[src/rtl/csp_regs.svh]
`ifndef CSP_REGS_SVH
`define CSP_REGS_SVH
// byte addresses on the register bus
`define CSP_ADDR_SYSTEM_CLOCK_SOURCE_SEL 8'h8f
`define CSP_ADDR_WAKE   8'h9f
`define CSP_ADDR_PMODE  8'hc4
`define CSP_ADDR_PCTRL  8'h87
// reset values
`define CSP_RST_SYSTEM_CLOCK_SOURCE_SEL  8'h0c
`define CSP_RST_WAKE    8'hff
`define CSP_RST_PMODE   8'h40
`define CSP_RST_PCTRL   8'h00
// field positions
`define CSP_F_SEL_LO    0
`define CSP_F_SETL_LO   2
`define CSP_F_DIV_LO    4
`define CSP_F_SWB       5
`define CSP_F_CD0       6
`define CSP_F_CD1       7
`define CSP_F_IDLE      4
`define CSP_F_STOP      5
`define CSP_F_SLEEP     6
// settle base count in slow oscillator cycles
`define CSP_SETTLE_BASE 8'h10
// reduced speed divider
`define CSP_RSM_DIV     9'h101
`endif

[src/rtl/csp_pkg.sv]
package csp_pkg;
  typedef enum logic [2:0] {CSP_RUN, CSP_IDLE, CSP_STOP, CSP_SETTLE} csp_state_e;
  typedef struct packed {
    logic [3:0] prediv;
    logic [1:0] settle;
    logic [1:0] source;
  } csp_system_clock_source_sel_s;
  typedef struct packed {
    logic cd1;
    logic cd0;
    logic autoRet;
  } csp_pmode_s;
endpackage : csp_pkg

[src/rtl/csp_clk_div.sv]
`timescale 1ns/100ps
`default_nettype none
`include "csp_regs.svh"
// enable pulse generator for the fast oscillator pre-divider
module csp_clk_div
  import csp_pkg::*;
(
  // clock and reset
  input  wire logic       core_clk,
  input  wire logic       rst_n,
  // control
  input  wire logic [3:0] prediv,
  // output
  output var  logic       tick
);
  logic [11:0] count;
  logic [11:0] limit;

  function automatic logic [11:0] divLimit(input logic [3:0] code);
    unique case (code)
      4'h6:    divLimit = 12'h00b;
      4'h7:    divLimit = 12'h00d;
      4'h8:    divLimit = 12'h00f;
      4'h9:    divLimit = 12'h01f;
      4'ha:    divLimit = 12'h03f;
      4'hb:    divLimit = 12'h07f;
      4'hc:    divLimit = 12'h0ff;
      4'hd:    divLimit = 12'h1ff;
      4'he:    divLimit = 12'h3ff;
      4'hf:    divLimit = 12'h7ff;
      default: divLimit = 12'h000;
    endcase
  endfunction : divLimit

  assign limit = divLimit(prediv);

  always_ff @(posedge core_clk or negedge rst_n) begin
    if (!rst_n) begin
      count <= 12'h000;
      tick  <= 1'b0;
    end else if (count >= limit) begin
      count <= 12'h000;
      tick  <= 1'b1;
    end else begin
      count <= count + 12'h001;
      tick  <= 1'b0;
    end
  end
endmodule : csp_clk_div
`default_nettype wire

[src/rtl/csp_clock_power.sv]
// The Wishbone interface to the registers was decided locally.
`timescale 1ns/100ps
`default_nettype none
`include "csp_regs.svh"
module csp_clock_power
  import csp_pkg::*;
(
  // clock and reset
  input  wire logic        core_clk,
  input  wire logic        rst_n,
  input  wire logic        slowTick,
  input  wire logic        wdtReset,
  // wishbone slave
  input  wire logic        wb_cyc_i,
  input  wire logic        wb_stb_i,
  input  wire logic        wb_we_i,
  input  wire logic [7:0]  wb_adr_i,
  input  wire logic [3:0]  wb_sel_i,
  input  wire logic [31:0] wb_dat_i,
  output var  logic [31:0] wb_dat_o,
  output var  logic        wb_ack_o,
  // interrupt sources, bit order 8,7,6,4,3,2,1,0
  input  wire logic [1:0]  extPinIrq,
  input  wire logic [5:0]  periphIrqFlag,
  input  wire logic [7:0]  irqEnabled,
  input  wire logic [7:0]  irqNotBlocked,
  input  wire logic        asyncWakeIrq,
  input  wire logic        primaryUartRx,
  input  wire logic        uart0RxEnable,
  input  wire logic        uartTxLoad,
  // clock enables out
  output var  logic        coreClkEn,
  output var  logic        periphClkEn,
  output var  logic        fastOscEn,
  output var  logic        mainRegEn,
  output var  logic        cpuHold,
  output var  logic        slowSelected
);
  // ==========================================================
  // input synchronisers
  logic [9:0] syncA;
  logic [9:0] syncB;
  logic [9:0] syncPrev;
  logic [9:0] rawIn;
  assign rawIn = {primaryUartRx, asyncWakeIrq, periphIrqFlag, ~extPinIrq};

  always_ff @(posedge core_clk or negedge rst_n) begin
    if (!rst_n) begin
      syncA    <= 10'h3ff;
      syncB    <= 10'h3ff;
      syncPrev <= 10'h3ff;
    end else begin
      syncA    <= rawIn;
      syncB    <= syncA;
      syncPrev <= syncB;
    end
  end

  logic [7:0] irqRise;
  logic       rxFall;
  logic       asyncRise;
  assign irqRise   = syncB[7:0] & ~syncPrev[7:0];
  assign asyncRise = syncB[8] & ~syncPrev[8];
  assign rxFall    = ~syncB[9] & syncPrev[9];

  // ==========================================================
  // registers
  csp_system_clock_source_sel_s system_clock_source_sel;
  csp_pmode_s  pmode;
  logic [7:0]  stop_wake_source_mask;
  logic        idleBit;
  logic        stopBit;
  logic        sleepBit;
  csp_state_e  state;
  logic        wakeEvent;
  logic        idleExit;
  logic        settleDone;

  logic busReq;
  logic busWr;
  assign busReq = wb_cyc_i & wb_stb_i & ~wb_ack_o;
  assign busWr  = busReq & wb_we_i & wb_sel_i[0];

  function automatic logic isAddr(input logic [7:0] a, input logic [7:0] ref_a);
    isAddr = (a == ref_a);
  endfunction : isAddr

  logic wrClk;
  logic wrWake;
  logic wrPmode;
  logic wrPctrl;
  assign wrClk   = busWr & isAddr(wb_adr_i, `CSP_ADDR_SYSTEM_CLOCK_SOURCE_SEL);
  assign wrWake  = busWr & isAddr(wb_adr_i, `CSP_ADDR_WAKE);
  assign wrPmode = busWr & isAddr(wb_adr_i, `CSP_ADDR_PMODE);
  assign wrPctrl = busWr & isAddr(wb_adr_i, `CSP_ADDR_PCTRL);

  always_ff @(posedge core_clk or negedge rst_n) begin
    if (!rst_n) begin
      system_clock_source_sel <= csp_system_clock_source_sel_s'(`CSP_RST_SYSTEM_CLOCK_SOURCE_SEL);
    end else if (state == CSP_STOP && wakeEvent) begin
      system_clock_source_sel.source <= 2'b00;
    end else if (wrClk) begin
      system_clock_source_sel <= csp_system_clock_source_sel_s'(wb_dat_i[7:0]);
    end
  end

  always_ff @(posedge core_clk or negedge rst_n) begin
    if (!rst_n) begin
      stop_wake_source_mask <= `CSP_RST_WAKE;
    end else if (wrWake) begin
      stop_wake_source_mask <= wb_dat_i[7:0];
    end
  end

  // reduced speed mode control
  logic rsmActive;
  logic autoReturn;
  assign rsmActive  = pmode.cd1 & pmode.cd0;
  assign autoReturn = pmode.autoRet & rsmActive &
                      ((|(irqRise & irqEnabled & irqNotBlocked)) |
                       (rxFall & uart0RxEnable) |
                       uartTxLoad);

  always_ff @(posedge core_clk or negedge rst_n) begin
    if (!rst_n) begin
      pmode <= csp_pmode_s'(3'(`CSP_RST_PMODE >> `CSP_F_SWB));
    end else if (wdtReset) begin
      pmode.cd1 <= 1'b0;
    end else if (autoReturn) begin
      pmode.cd1 <= 1'b0;
    end else if (wrPmode) begin
      pmode <= csp_pmode_s'(wb_dat_i[`CSP_F_CD1:`CSP_F_SWB]);
    end
  end

  // power control bits
  always_ff @(posedge core_clk or negedge rst_n) begin
    if (!rst_n) begin
      idleBit  <= 1'b0;
      stopBit  <= 1'b0;
      sleepBit <= 1'b0;
    end else if (wdtReset) begin
      idleBit  <= 1'b0;
      stopBit  <= 1'b0;
      sleepBit <= 1'b0;
    end else if (state == CSP_IDLE && idleExit) begin
      idleBit <= 1'b0;
    end else if (state == CSP_STOP && wakeEvent) begin
      stopBit  <= 1'b0;
      sleepBit <= 1'b0;
    end else if (wrPctrl && state == CSP_RUN) begin
      idleBit  <= wb_dat_i[`CSP_F_IDLE];
      stopBit  <= wb_dat_i[`CSP_F_STOP];
      sleepBit <= wb_dat_i[`CSP_F_SLEEP];
    end
  end

  // ==========================================================
  // wake and idle exit; stop wake takes the masked, enabled pin and flag sources plus the async source
  assign wakeEvent = (|(irqRise & stop_wake_source_mask & irqEnabled))
                     | asyncRise;
  assign idleExit  = |(irqRise & irqEnabled);

  // ==========================================================
  // power state machine
  logic [7:0] settleCnt;
  logic [7:0] settleLimit;
  assign settleLimit = `CSP_SETTLE_BASE << system_clock_source_sel.settle;
  assign settleDone  = (settleCnt >= settleLimit - 8'h01) && slowTick;

  always_ff @(posedge core_clk or negedge rst_n) begin
    if (!rst_n) begin
      state <= CSP_SETTLE;
    end else begin
      unique case (state)
        CSP_RUN: begin
          if (stopBit) begin
            state <= CSP_STOP;
          end else if (idleBit) begin
            state <= CSP_IDLE;
          end
        end
        CSP_IDLE: begin
          if (idleExit) begin
            state <= CSP_RUN;
          end
        end
        CSP_STOP: begin
          if (wakeEvent) begin
            state <= sleepBit ? CSP_SETTLE : CSP_RUN;
          end
        end
        CSP_SETTLE: begin
          if (settleDone) begin
            state <= CSP_RUN;
          end
        end
      endcase
    end
  end

  always_ff @(posedge core_clk or negedge rst_n) begin
    if (!rst_n) begin
      settleCnt <= 8'h00;
    end else if (state != CSP_SETTLE) begin
      settleCnt <= 8'h00;
    end else if (slowTick) begin
      settleCnt <= settleCnt + 8'h01;
    end
  end

  // ==========================================================
  // clock enables: single-cycle enables on one clock keep gating glitch-free
  logic divTick;
  csp_clk_div u_div (
    .core_clk (core_clk),
    .rst_n    (rst_n),
    .prediv   (system_clock_source_sel.prediv),
    .tick     (divTick)
  );

  logic [8:0] rsmCnt;
  logic       rsmTick;
  assign rsmTick = (rsmCnt == `CSP_RSM_DIV - 9'h001);

  always_ff @(posedge core_clk or negedge rst_n) begin
    if (!rst_n) begin
      rsmCnt <= 9'h000;
    end else if (!rsmActive || rsmTick) begin
      rsmCnt <= 9'h000;
    end else begin
      rsmCnt <= rsmCnt + 9'h001;
    end
  end

  logic srcTick;
  always_comb begin
    unique case (system_clock_source_sel.source)
      2'b00:   srcTick = divTick;
      2'b01:   srcTick = 1'b1;
      default: srcTick = slowTick;
    endcase
  end

  logic running;
  assign running = (state == CSP_RUN);

  always_ff @(posedge core_clk or negedge rst_n) begin
    if (!rst_n) begin
      coreClkEn    <= 1'b0;
      periphClkEn  <= 1'b0;
      fastOscEn    <= 1'b1;
      mainRegEn    <= 1'b1;
      cpuHold      <= 1'b1;
      slowSelected <= 1'b0;
    end else begin
      coreClkEn    <= running & srcTick & (!rsmActive | rsmTick);
      periphClkEn  <= (running | state == CSP_IDLE) & srcTick;
      fastOscEn    <= (state != CSP_STOP);
      mainRegEn    <= !(state == CSP_STOP && sleepBit);
      cpuHold      <= !running;
      slowSelected <= system_clock_source_sel.source[1];
    end
  end

  // ==========================================================
  // bus read and ack
  always_ff @(posedge core_clk or negedge rst_n) begin
    if (!rst_n) begin
      wb_ack_o <= 1'b0;
      wb_dat_o <= 32'h00000000;
    end else begin
      wb_ack_o <= busReq;
      if (busReq) begin
        if (isAddr(wb_adr_i, `CSP_ADDR_SYSTEM_CLOCK_SOURCE_SEL)) begin
          wb_dat_o <= {24'h000000, system_clock_source_sel.prediv, 2'b00, system_clock_source_sel.source};
        end else if (isAddr(wb_adr_i, `CSP_ADDR_WAKE)) begin
          wb_dat_o <= {24'h000000, stop_wake_source_mask};
        end else if (isAddr(wb_adr_i, `CSP_ADDR_PMODE)) begin
          wb_dat_o <= {24'h000000, pmode, 5'h00};
        end else if (isAddr(wb_adr_i, `CSP_ADDR_PCTRL)) begin
          wb_dat_o <= {24'h000000, 1'b0, sleepBit, stopBit, idleBit, 4'h0};
        end else begin
          wb_dat_o <= 32'h00000000;
        end
      end
    end
  end
endmodule : csp_clock_power
`default_nettype wire

[config.mk]
export PLATFORM = sky130hd
export DESIGN_NAME = csp_clock_power
export DESIGN_NICKNAME = d
export VERILOG_FILES = /design/src/rtl/csp_pkg.sv /design/src/rtl/csp_clk_div.sv /design/src/rtl/csp_clock_power.sv
export VERILOG_INCLUDE_DIRS = /design/src /design/src/rtl
export SDC_FILE = /design/constraint.sdc
export NUM_CORES = 1
export LEC_CHECK = 0
export BUFFER_PORTS_ARGS = -buffer_cell sky130_fd_sc_hd__buf_2
export CORE_ASPECT_RATIO = 0.9
export CORE_MARGIN = 4
export CORE_UTILIZATION = 45
export DETAILED_ROUTE_END_ITERATION = 8
export PLACE_DENSITY = 0.65
export SYNTH_ARGS = -nofsm -noshare
export SYNTH_HDL_FRONTEND = slang
export SYNTH_SLANG_ARGS = --single-unit
[constraint.sdc]
create_clock -name core_clk -period 3.5 [get_ports core_clk]
set_clock_uncertainty 0.15 [all_clocks]
set_input_delay 0.525 -clock core_clk [delete_from_list [all_inputs] [get_ports core_clk]]
set_output_delay 0.525 -clock core_clk [all_outputs]
set_load 0.1 [all_outputs]
# ---- Word-level counts from Yosys, hierarchy flattened
# Memories as Yosys holds them, arrays and structs flattened.
# Index checks and enable logic that the tools add are counted.
dict set report totals {
  ff_bits 124
  mem_bits_ro 176
  mem_count 1
  word_cells 144
}
dict set report op_classes {
  n_mux 34
  n_reduce_logical 24
  add_sub_neg 4
  shift 1
  magnitude_cmp 2
  bitwise 35
  n_eq_ne 17
}
# name words width rd rd_ports_with_merged_regs wr line_no
set memory_table {}
lappend memory_table {{(no name shown)} 16 11 1 0 0 csp_clk_div.sv:20} ;# unique case (code)
# op count
set ops {}
lappend ops {{$and 8x8->8} 5}
lappend ops {{$mux 8} 5}
lappend ops {{$eq 8x8->1 const B} 4}
lappend ops {{$reduce_or 8->1} 3}
lappend ops {{$mux 3} 6}
lappend ops {{$and 1x1->1} 17}
lappend ops {{$mux 1} 15}
lappend ops {{$add 12x1->12 const B} 1}
lappend ops {{$ge 12x12->1} 1}
lappend ops {{$mux 12} 1}
lappend ops {{$pmux 3 s4} 1}
lappend ops {{$add 9x1->9 const B} 1}
lappend ops {{$eq 9x9->1 const B} 1}
lappend ops {{$mux 9} 1}
lappend ops {{$ne 3x2->1 const B} 3}
lappend ops {{$reduce_bool 3->1} 3}
lappend ops {{$add 8x1->8 const B} 1}
lappend ops {{$ge 8x8->1} 1}
lappend ops {{$ne 2x2->1 const B} 4}
lappend ops {{$not 8->8} 1}
lappend ops {{$shl 5x2->8 const A} 1}
lappend ops {{$sub 8x1->8 const B} 1}
lappend ops {{$mux 7} 1}
lappend ops {{$eq 3x2->1 const B} 2}
lappend ops {{other kinds (17)} 37}

# ---- Longest topological paths before layout
# Gate-level depths: netlist of the first run.
dict set report depth {
  word_depth 10
  depth_mapped 10
  depth_no_buf 8
}

# ---- Cells and area by module
# From an unflattened synthesis of the first run, not the netlist that was laid out.
dict set report hier_totals {
  hier_cells 442
  hier_area_um2 4933.5
}
# module area_each_um2 cells_per_inst seq_area_each_um2 instances
set modules_own_cells {}
lappend modules_own_cells {csp_clock_power 3930.0 342 2209.6 1}
lappend modules_own_cells {csp_clk_div 1003.5 100 325.3 1}

# ---- Worst setup path before layout of the first run
# Ideal clock, no wire load.
dict set report synth_timing {
  path_type {register to register}
  from {register wb_ack_o}
  to {register system_clock_source_sel[4] in the netlist's numbering}
  t_required_ns 3.207
  n_path_buf 1
  synth_period_minus_slack_ns 2.484
  arrival_ns 2.191
  setup_slack_ns 1.016
  path_stages_with_launch 7
  cell_sequence {dfrtp_1 -> nand3b_1 -> or4_1 -> clkbuf_1 -> nand4bb_4 -> nand3_1 -> o31ai_1}
}
dict set report synth_via {
  elab_chain_cells 6
}
# element line_no
set synth_lines {}
lappend synth_lines {{start, declared} csp_clock_power.sv:21} ;# output var logic wb_ack_o,
lappend synth_lines {{start signal, assigned} csp_clock_power.sv:273} ;# wb_ack_o <= busReq;
lappend synth_lines {{$not 1->1} csp_clock_power.sv:81} ;# assign busReq = wb_cyc_i & wb_stb_i & ~wb_ack_o;
lappend synth_lines {{$and 1x1->1} csp_clock_power.sv:81}
lappend synth_lines {{$and 1x1->1 (2 in series)} csp_clock_power.sv:82} ;# assign busWr = busReq & wb_we_i & wb_sel_i[0];
lappend synth_lines {{$and 1x1->1} csp_clock_power.sv:92} ;# assign wrClk = busWr & isAddr(wb_adr_i, `CSP_ADDR_SYSTEM_CLOCK_SOURCE_SEL);
lappend synth_lines {{$reduce_and 2->1 (no line)} --}
lappend synth_lines {{end signal, assigned} csp_clock_power.sv:99} ;# system_clock_source_sel <= csp_system_clock_source_sel_s'(`CSP_RST_SYSTEM_CLOCK_SOURCE_SEL);
lappend synth_lines {{end signal, assigned} csp_clock_power.sv:103} ;# system_clock_source_sel <= csp_system_clock_source_sel_s'(wb_dat_i[7:0]);
lappend synth_lines {{end, declared} csp_clock_power.sv:68} ;# csp_system_clock_source_sel_s system_clock_source_sel;
# No other way between the ends.
# A chain may end at the register's enable or synchronous reset.

# ---- Final worst setup path of the first run
dict set report layout_timing {
  from {register system_clock_source_sel[7] in the netlist's numbering}
  to {register u_div.count[4]}
}
dict set report layout_via {
  elab_chain_cells 3
}
# element line_no
set layout_lines {}
lappend layout_lines {{$mem_v2 16x11} --}
lappend layout_lines {{$ge 12x12->1} csp_clk_div.sv:41} ;# end else if (count >= limit) begin
lappend layout_lines {{$mux 12} csp_clk_div.sv:41}
lappend layout_lines {{end signal, assigned} csp_clk_div.sv:45} ;# count <= count + 12'h001;
lappend layout_lines {{end, declared} csp_clk_div.sv:16} ;# logic [11:0] count;
# No other way between the ends.

==> run metrics, run 1 <==
Fillers just over 900; Skew-Pair Late Insertion Delay roughly 0.34 ns; Leak 2.43 nW; GRT busiest layer met2; wire per inst around 17 um; Critical Path End Type flip-flop; period utilization 0.741; antenna-violating nets left 0; critical path type flip-flop to flip-flop; antenna diode count 0; Clock Path Buffers 2; vias between 3k and 4k; Worst Path Max Fanout 13; placed cells between 600 and 700; CTS tree built; FF+latch count, synth 99; FP Rows 35; min Tclk post-route 2.59 ns; met1 Use GR 0.235; gr usage total 0.175; Syn Inst Count ~450; Initial Utilization 0.468; Power Dens Cells 492 mW/mm^2; Slew Limit Headroom 0.283; initial antenna violation count 0; most frequent cells in the layout 65 x buf_2, 53 x dfrtp_1, 46 x dfstp_2; core area 0.0104 sq mm; outcome complete, no violations; sequential fraction of the synthesis area 0.522; vias in the first global route between 3k and 4k; DR pass1 iterations 5; # IOs between 100 and 150; Post-CTS Repair Setup Buffers 0; most common cell after layout, fill and taps aside buf_2; hold_ws around 0.13 ns; max capacitance violation total 0; # port buffers 66; Post-synth top flop dfrtp_1; area grow syn2layout 13.6%; FMAX between 0.3 and 0.4 GHz; Final Wtd Congestion 0.857; WP data required 3.60 ns; final wirelength 10,700 um; Setup crit start kind flip-flop; post-CTS resize count 0; Reg clk slew, reported paths about 0.070 ns; Post-DP Area 0.00522 sq mm; setup TNS 0 ns; met3 Usage GRT 0.0426; Die Area ~0.013 sq mm; HPWL after DPL about 8000 um; Worst Hold Class input port to flip-flop; nets roughly 610; DR iter-0 viols roughly 240; Final Non-Filler Cells about 650; met2 GRT Util 0.287; design area 0.00552 sq mm; drc violations 0; Place WS 0.925 ns; Peak VDD IR 0.000256 V; mean post-synth cell area 10.9 sq um; Via-to-Cell Ratio 5.43; total CTS buffers 9; Final WS setup between 0.9 and 1 ns; Power Total about 2.7 mW; number of H-tree levels 3; layout cells sized above 1 0.290; post-synthesis cell area 0.00485 sq mm; Core Util, Final 0.532; number of enable flip-flop cells after synthesis 0; # clock sinks 99; post-synthesis cell type count 55; final hold vios 0; Max Slew Vio Count 0; # hold bufs at CTS 0; global-route wire length before repair about 18,000 um; RSZ-0062 raised after global routing false; critical path data arrival time roughly 2.7 ns; grt total ovfl 0; Die Wd 117 um; die height 107 um; Worst-Margin Slew ~1.1 ns; synth warn 0; asr flop ratio synth 1.00; Root Driver clkbuf_16; largest net degree at the start of global routing ~90; final setup fails 0
logic make-up (layout without fill, tap and decap cells):
logic type               Yosys count  after routing  share of synthesized area
AND/OR/NAND/NOR                  166            166                      0.194
flip-flops                        99             99                      0.522
other                              2             25                    0.00155
adder cells (fa/ha/maj)           19             19                     0.0490
XOR/XNOR                          21             21                     0.0379
buffers and inverters             56            106                     0.0637
multiplexers                      20             20                     0.0443
AO/OA/AOI/OAI                     64             64                     0.0874
report_power, final:
| part | leakage (nW) | switching [mW] | internal (mW) | total, mW |
|---|---|---|---|---|
| Clock | 0.148 | 0.454 | 0.519 | 0.973 |
| Sequential | 1.20 | 0.0273 | 1.22 | 1.25 |
| Combinational | 1.08 | 0.420 | 0.0764 | 0.496 |
| Total | 2.43 | 0.901 | 1.81 | 2.72 |
synth_stat cells (all sizes together), types with 3 or more instances:
library cell / count / area share
a21o: 4 / 0.0062
a21oi: 15 / 0.015
a31oi: 3 / 0.0039
and3: 6 / 0.0077
and4: 3 / 0.0054
buf: 26 / 0.040
clkbuf: 8 / 0.0062
dfrtp: 53 / 0.27
dfstp: 46 / 0.25
ha: 19 / 0.049
inv: 22 / 0.017
mux2: 12 / 0.028
mux2i: 8 / 0.016
nand2: 38 / 0.029
nand3: 19 / 0.021
nand3b: 6 / 0.012
nand4: 12 / 0.015
nand4b: 16 / 0.029
nor2: 41 / 0.032
nor3: 5 / 0.0052
nor3b: 3 / 0.0046
nor4: 3 / 0.0070
o21a: 3 / 0.0046
o21ai: 9 / 0.0093
o22ai: 4 / 0.0052
o31ai: 10 / 0.015
or4: 3 / 0.0054
xnor2: 4 / 0.0072
xor2: 17 / 0.031
flip-flops by register name, indices dropped and copies added (netlist names), 2 cells and up:
register                 cells
syncPrev                    10
system_clock_source_sel      8
wb_dat_o                     8
settleCnt                    8
state                        2
syncA                       10
rsmCnt                       9
stop_wake_source_mask        8
u_div.count                 12
syncB                       10
pmode                        3
layout make-up:
class                           instances  area (sq um)  share of cell area
Clock buffer                           10           239              0.0433
Clock inverter                          6          53.8             0.00975
Inverter                               22          82.6              0.0150
Multi-Input combinational cell        315          2100               0.380
Sequential cell                        99          2530               0.460
Tap cell                              129           161              0.0293
Timing Repair Buffer                   68           348              0.0631
per-layer routing:
metal,wire [um],vias up
met5,0,-
met4,170,0
met3,486,13
met2,5220,88
met1,4850,1730
li1,-,1694
critical path, stage by stage (launching register included):
cell	delay [ns]
dfrtp_1	0.54
o21ai_0	0.21
o21bai_1	0.21
ha_1	0.28
and3_1	0.20
a21oi_1	0.12
a21oi_1	0.07
nand3b_1	0.47
nor2_1	0.24
worst paths after layout:
kind	endpoint	from	depth (start not counted)	slack (ns)
setup / recovery	u_div.count[4]	system_clock_source_sel[7]	8	0.91
hold / removal	syncA[4]	periphIrqFlag[2]	1	0.13
setup reg to reg	u_div.count[4]	system_clock_source_sel[7]	8	0.91
hold reg to reg	syncB[5]	syncA[5]	0	0.21
max in group asynchronous	syncPrev[8]	rst_n	2	2.08
min in group asynchronous	rsmCnt[6]	rst_n	1	0.23
(Power assumes the default switching activity.)
==> run 2: changes to the inputs <==
Settings changed: ABC_AREA from default to 1.
Clock period 3.5 ns to 2.4 ns, I/O delays scaled along.
==> run 2 against run 1 <==
Net effect: critical path depth increased by 2; die area is 3.7% higher; clock power is 40% higher; flip-flop and latch count did not move; critical endpoint is now u_div.count[0]; largest power group unchanged.
==> run metrics, run 2 <==
Via-to-Cell Ratio 4.80 (-12%); Worst Hold Class input port to flip-flop; final wirelength 10,300 um (-4.0%); period utilization 0.863 (+0.121); share of the synthesized area in the top cell type 0.263 (-0.0104); Die Wd 120 um (+1.8%); antenna-violating nets left 0 (unchanged); # IOs 118 (unchanged); Power Dens Cells 636 mW/mm^2 (+29%); Power Total 3.73 mW (+38%); cell taking the most area after synthesis dfrtp_1; DR pass1 iterations 4 (-1); grt total ovfl 0 (unchanged); global-route wire length before repair 17,700 um (+0.67%); largest net degree at the start of global routing 46 (-48%); number of enable flip-flop cells after synthesis 0 (unchanged); Post-synth top flop dfrtp_1; Final WS setup 0.330 ns (-0.575 ns); Setup crit start kind flip-flop; asr flop ratio synth 1.00 (unchanged); CTS tree built; Skew-Pair Late Insertion Delay 0.34 ns (about the same); GRT busiest layer met2; crit path from system_clock_source_sel[7]; Clock Path Buffers 2 (unchanged); outcome complete, no violations; Fillers 1,049 (+16%); # clock sinks 99 (unchanged); worst r2r src system_clock_source_sel[7]; Post-CTS Repair Setup Buffers 0 (unchanged); vias in the first global route 3,710 (+9.1%); FMAX 0.483 GHz (+25%); Area contributors post-synth dfrtp_1 26%, dfstp_2 24%, nand2_1 8.3%; Root Driver clkbuf_16; most common cell after layout, fill and taps aside nand2_1; Final Wtd Congestion 0.839 (-2.1%); Leak 2.83 nW (+17%); area grow syn2layout 16.4%; mean post-synth cell area 8.88 sq um (-18%); min Tclk post-route 2.07 ns (-0.525 ns); synth warn 0 (unchanged); Reg clk slew, reported paths 0.07 ns (about the same); HP Start wb_dat_i[3]; setup TNS 0 ns (unchanged); sequential fraction of the synthesis area 0.502 (-0.0198); layout cells sized above 1 0.280 (-0.0101); Die Area 0.0130 sq mm (+3.7%); flip-flop count of the largest register after layout 12 (unchanged); FF+latch count, synth 99 (unchanged); # port buffers 66 (unchanged); Syn Inst Count 568 (+27%); RSZ-0062 raised after global routing false; critical path data arrival time 2.19 ns (-0.51 ns); Core Util, Final 0.539 (+0.00739); FP Rows 36 (+2.9%); met2 GRT Util 0.259 (-0.0283); met3 Usage GRT 0.0429 (+0.000334); number of H-tree levels 3 (unchanged); post-CTS resize count 0 (unchanged); nets 753 (+23%); post-synthesis cell type count 40 (-27%); most frequent cells after synthesis 111 x nand2_1, 72 x inv_1, 54 x nor2_1; max capacitance violation total 0 (unchanged); met1 Use GR 0.248 (+0.0129); Place WS 0.340 ns (-0.585 ns); Biggest register u_div.count; Worst Path Max Fanout 9 (-4); Initial Utilization 0.463 (-0.00483); HPWL after DPL 8240 um (+3.5%); critical path type flip-flop to flip-flop; Critical Path End Type flip-flop; WP data required 2.52 ns (-1.08 ns); drc violations 0 (unchanged); wire per inst 12.7 um (-23%); initial antenna violation count 0 (unchanged); most frequent cells in the layout 111 x nand2_1, 72 x inv_1, 65 x buf_2; total CTS buffers 9 (unchanged); die height 108 um (+1.8%); count leader, synth nand2_1; core area 0.0109 sq mm (+5.0%); final hold vios 0 (unchanged); antenna diode count 0 (unchanged); DR iter-0 viols 202 (-14%); Max Slew Vio Count 0 (unchanged); final setup fails 0 (unchanged); post-synthesis cell area 0.00505 sq mm (+3.9%); gr usage total 0.173 (-0.00294); Peak VDD IR 0.000466 V (+82%); vias 3,901 (+11%)
-- run 2: cell types whose count changed after synthesis, sizes merged, moves of 7 or more --
cell    delta
clkbuf     -7
inv       +59
mux2      -12
mux2i      -8
nand2     +82
nand3      +9
nand4     +15
nand4b    -16
nor2      +21
o21ai     +31
o31ai      -9
xor2      -11
-- run 2: cells by family after synthesis --
family,Yosys count,synth area share
simple gates,255,0.241
buf+inv,112,0.105
flops,99,0.502
xor+xnor,9,0.0156
compound gates,72,0.0875
other cells,2,0.00149
fa+ha+maj,19,0.0471
-- run 2: metrics by stage --
stage / instances / hold WS (ns) / cell area, sq um
after CTS: 812 / 0.118 / 5870
after floorplan: 591 / -0.0856 / 5130
after global routing: 812 / 0.131 / 5870
after detailed placement: 785 / 0.143 / 5490
final: 812 / 0.135 / 5870
after global placement: 785 / 0.144 / 5490
-- run 2: per-layer routing --
layer  routed length, um  share of wire  vias to the layer above
met5                   0              0                        -
met1                4950           0.48                     1807
met4                 171          0.017                        0
li1                    -              -                     1974
met2                4590           0.45                      106
met3                 597          0.058                       14
-- run 2: worst paths after layout --
check | endpoint | slack (ns) | depth (start not counted)
max reg2reg | u_div.count[0] | 0.33 | 10
min in group asynchronous | u_div.count[3] | 0.31 | 2
max | u_div.count[0] | 0.33 | 10
min | system_clock_source_sel[3] | 0.14 | 3
max in group asynchronous | syncA[3] | 1.06 | 3
min reg2reg | syncB[3] | 0.20 | 0
-- run 2: cell type report --
cell class | count | area [sq um] | share of cell area
timing repair buffer | 82 | 493 | 0.0839
inverter | 83 | 312 | 0.0530
clock buffer | 10 | 229 | 0.0390
multi-input combinational | 380 | 2070 | 0.352
sequential | 99 | 2530 | 0.432
clock inverter | 6 | 46.3 | 0.00788
tap | 152 | 190 | 0.0324
-- run 2: report_power, final --
part / switching [mW] / leakage [nW] / internal, mW
registers: 0.0312 / 1.20 / 1.75
clock network: 0.640 / 0.140 / 0.718
logic: 0.480 / 1.49 / 0.111
total: 1.15 / 2.83 / 2.58
-- run 2: worst max-delay path, stage by stage, from the launching register on --
cell     delay (ns)
dfrtp_1        0.48
a21oi_1        0.20
inv_1          0.09
o21ai_0        0.09
ha_1           0.27
a21oi_1        0.15
o21ai_0        0.11
nand3_1        0.09
nand4_1        0.11
buf_4          0.19
nor2_1         0.09
-- run 2: what timing repair did --
action	in CTS	in global routing
endpoints found under the hold margin	25	0
endpoints found under the setup margin	0	0
hold buffers	11	0
==> run 3: changes to the inputs <==
Settings changed: CORE_ASPECT_RATIO 0.9 to default.
==> run 3 against run 2 <==
Net effect: worst setup slack got worse by 0.023 ns; global-route usage increased by 0.63 points; first-iteration DRC count increased by 58%; flip-flop and latch count unchanged; sequential power about the same; core utilization decreased by 0.58 points; clock-buffer cell count increased by 1; clock power decreased by 15%; routed wire length increased by 6.5%; via count increased by 1.5%.
==> run metrics, run 3 (synthesis gave the netlist of run 2 again) <==
# clock sinks 99 (unchanged); Worst Path Max Fanout 13 (+4); Worst Hold Class input port to flip-flop; Setup crit start kind flip-flop; flip-flop count of the largest register after layout 12 (unchanged); Biggest register u_div.count; gr usage total 0.179 (+0.00629); design area 0.00580 sq mm (-1.2%); most common cell after layout, fill and taps aside nand2_1; Power Dens Cells 608 mW/mm^2 (-4.4%); Critical Path End Type flip-flop; layout cells sized above 1 0.282 (+0.00152); placed cells 773 (-1.5%); cells on worst reg2reg path 10 (unchanged); FMAX 0.478 GHz (-1.1%); area grow syn2layout 15.0%; Clock Path Buffers 2 (unchanged); die height 114 um (+5.0%); setup TNS 0 ns (unchanged); CTS tree built; DR iter-0 viols 319 (+58%); setup slack, reg-to-reg 0.31 ns (-0.02 ns); critical path data arrival time 2.26 ns (+0.07 ns); final wirelength 11,000 um (+6.5%); crit path buf inv count 2 (unchanged); vias 3,959 (+1.5%); number of H-tree levels 3 (unchanged); total CTS buffers 9 (unchanged); Via-to-Cell Ratio 4.95 (+3.0%); antenna diode count 0 (unchanged); CP top delay family compound AO/OA/AOI/OAI gates; vias in the first global route 3,789 (+2.1%); WP data required 2.56 ns (+0.04 ns); final setup fails 0 (unchanged); Max Slew Vio Count 0 (unchanged); min Tclk post-route 2.09 ns (+0.0227 ns); crit path from system_clock_source_sel[7]; RSZ-0062 raised after global routing false; # port buffers 66 (unchanged); max capacitance violation total 0 (unchanged); Peak VDD IR 0.000426 V (-8.5%); core area 0.0109 sq mm (-0.12%); crit-path cells a21oi_1, inv_1, o21ai_0, ha_1, a21oi_1, o21ai_0, nand3_1, nand4_1, buf_4, nor2_1; FP Rows 38 (+5.6%); Leak 2.80 nW (-1.0%); Reg clk slew, reported paths 0.10 ns (+0.03 ns); critical path type flip-flop to flip-flop; Power Total 3.53 mW (-5.6%); CP Depth 10 (unchanged); Root Driver clkbuf_8; Initial Utilization 0.463 (+0.000532); grt total ovfl 0 (unchanged); HPWL after DPL 8490 um (+3.0%); worst-path cell with the longest stage delay dfrtp_1; wire per inst 13.7 um (+8.1%); drc violations 0 (unchanged); CP Capture Point u_div.count[4]; largest net degree at the start of global routing 37 (-20%); Skew-Pair Late Insertion Delay 0.37 ns (+0.03 ns); period utilization 0.872 (+0.00947); Post-DP Area 0.00547 sq mm (-0.27%); most frequent cells in the layout 111 x nand2_1, 72 x inv_1, 65 x buf_2; DR pass1 iterations 4 (unchanged); worst r2r src system_clock_source_sel[7]; post-CTS resize count 0 (unchanged); initial antenna violation count 0 (unchanged); Fillers 1,031 (-1.7%); Reg-to-Reg End u_div.count[4]; Critical Path Max Stage Delay 0.48 ns (about the same); final hold vios 0 (unchanged); outcome complete, no violations; Die Area 0.0130 sq mm (about the same); antenna-violating nets left 0 (unchanged); Die Wd 114 um (-4.8%); # IOs 118 (unchanged); nets 753 (unchanged); Final Non-Filler Cells 800 (-1.5%); Core Util, Final 0.533 (-0.00582); Final Wtd Congestion 0.866 (+3.2%); global-route wire length before repair 18,200 um (+2.8%)
run 3: worst min-delay path by stage:
stage	depth (start not counted)	startpoint	to
after floorplan	0	rst_n	coreClkEn
after global placement	1	rst_n	settleCnt[4]
after detailed placement	1	rst_n	settleCnt[5]
after CTS	3	wb_dat_i[7]	pmode[2]
after global routing	3	wb_dat_i[7]	pmode[2]
final	3	wb_dat_i[7]	pmode[2]
run 3: repair_timing:
item | CTS | global route
hold buffers | 11 | 0
setup buffers | 0 | 0
endpoints found under the hold margin | 36 | 0
run 3: report_power, final:
| group | switching [mW] | internal, mW | leakage [nW] |
|---|---|---|---|
| logic | 0.481 | 0.112 | 1.49 |
| registers | 0.0329 | 1.75 | 1.20 |
| clock network | 0.572 | 0.574 | 0.111 |
| total | 1.09 | 2.44 | 2.80 |
run 3: cell type report:
type / instances / area (sq um) / share of cell area
Sequential cell: 99 / 2530 / 0.437
Multi-Input combinational cell: 380 / 2070 / 0.357
Timing Repair Buffer: 82 / 493 / 0.0849
Inverter: 83 / 312 / 0.0537
Tap cell: 140 / 175 / 0.0302
Clock buffer: 11 / 163 / 0.0280
Clock inverter: 5 / 57.6 / 0.00992
run 3: worst min-delay path, cell delays in order:
cell,delay (ns)
buf_2,0.10
nand2_1,0.05
a21oi_1,0.06
run 3: routing by layer:
metal | global-route usage | up-vias | wire length (um)
li1 | - | 1969 | -
met2 | 0.294 | 82 | 5550
met1 | 0.228 | 1892 | 4670
met4 | 0.0578 | 0 | 196
met3 | 0.0509 | 16 | 544
met5 | 0 | - | 0
run 3: metrics by stage:
| step | hold slack (ns) | worst slack, ns |
|---|---|---|
| global route | 0.0689 | 0.0761 |
| detailed placement | 0.197 | 0.327 |
| floorplan | -0.0856 | 0.442 |
| global placement | 0.191 | 0.449 |
| CTS | 0.0609 | 0.294 |
| finish | 0.0865 | 0.307 |
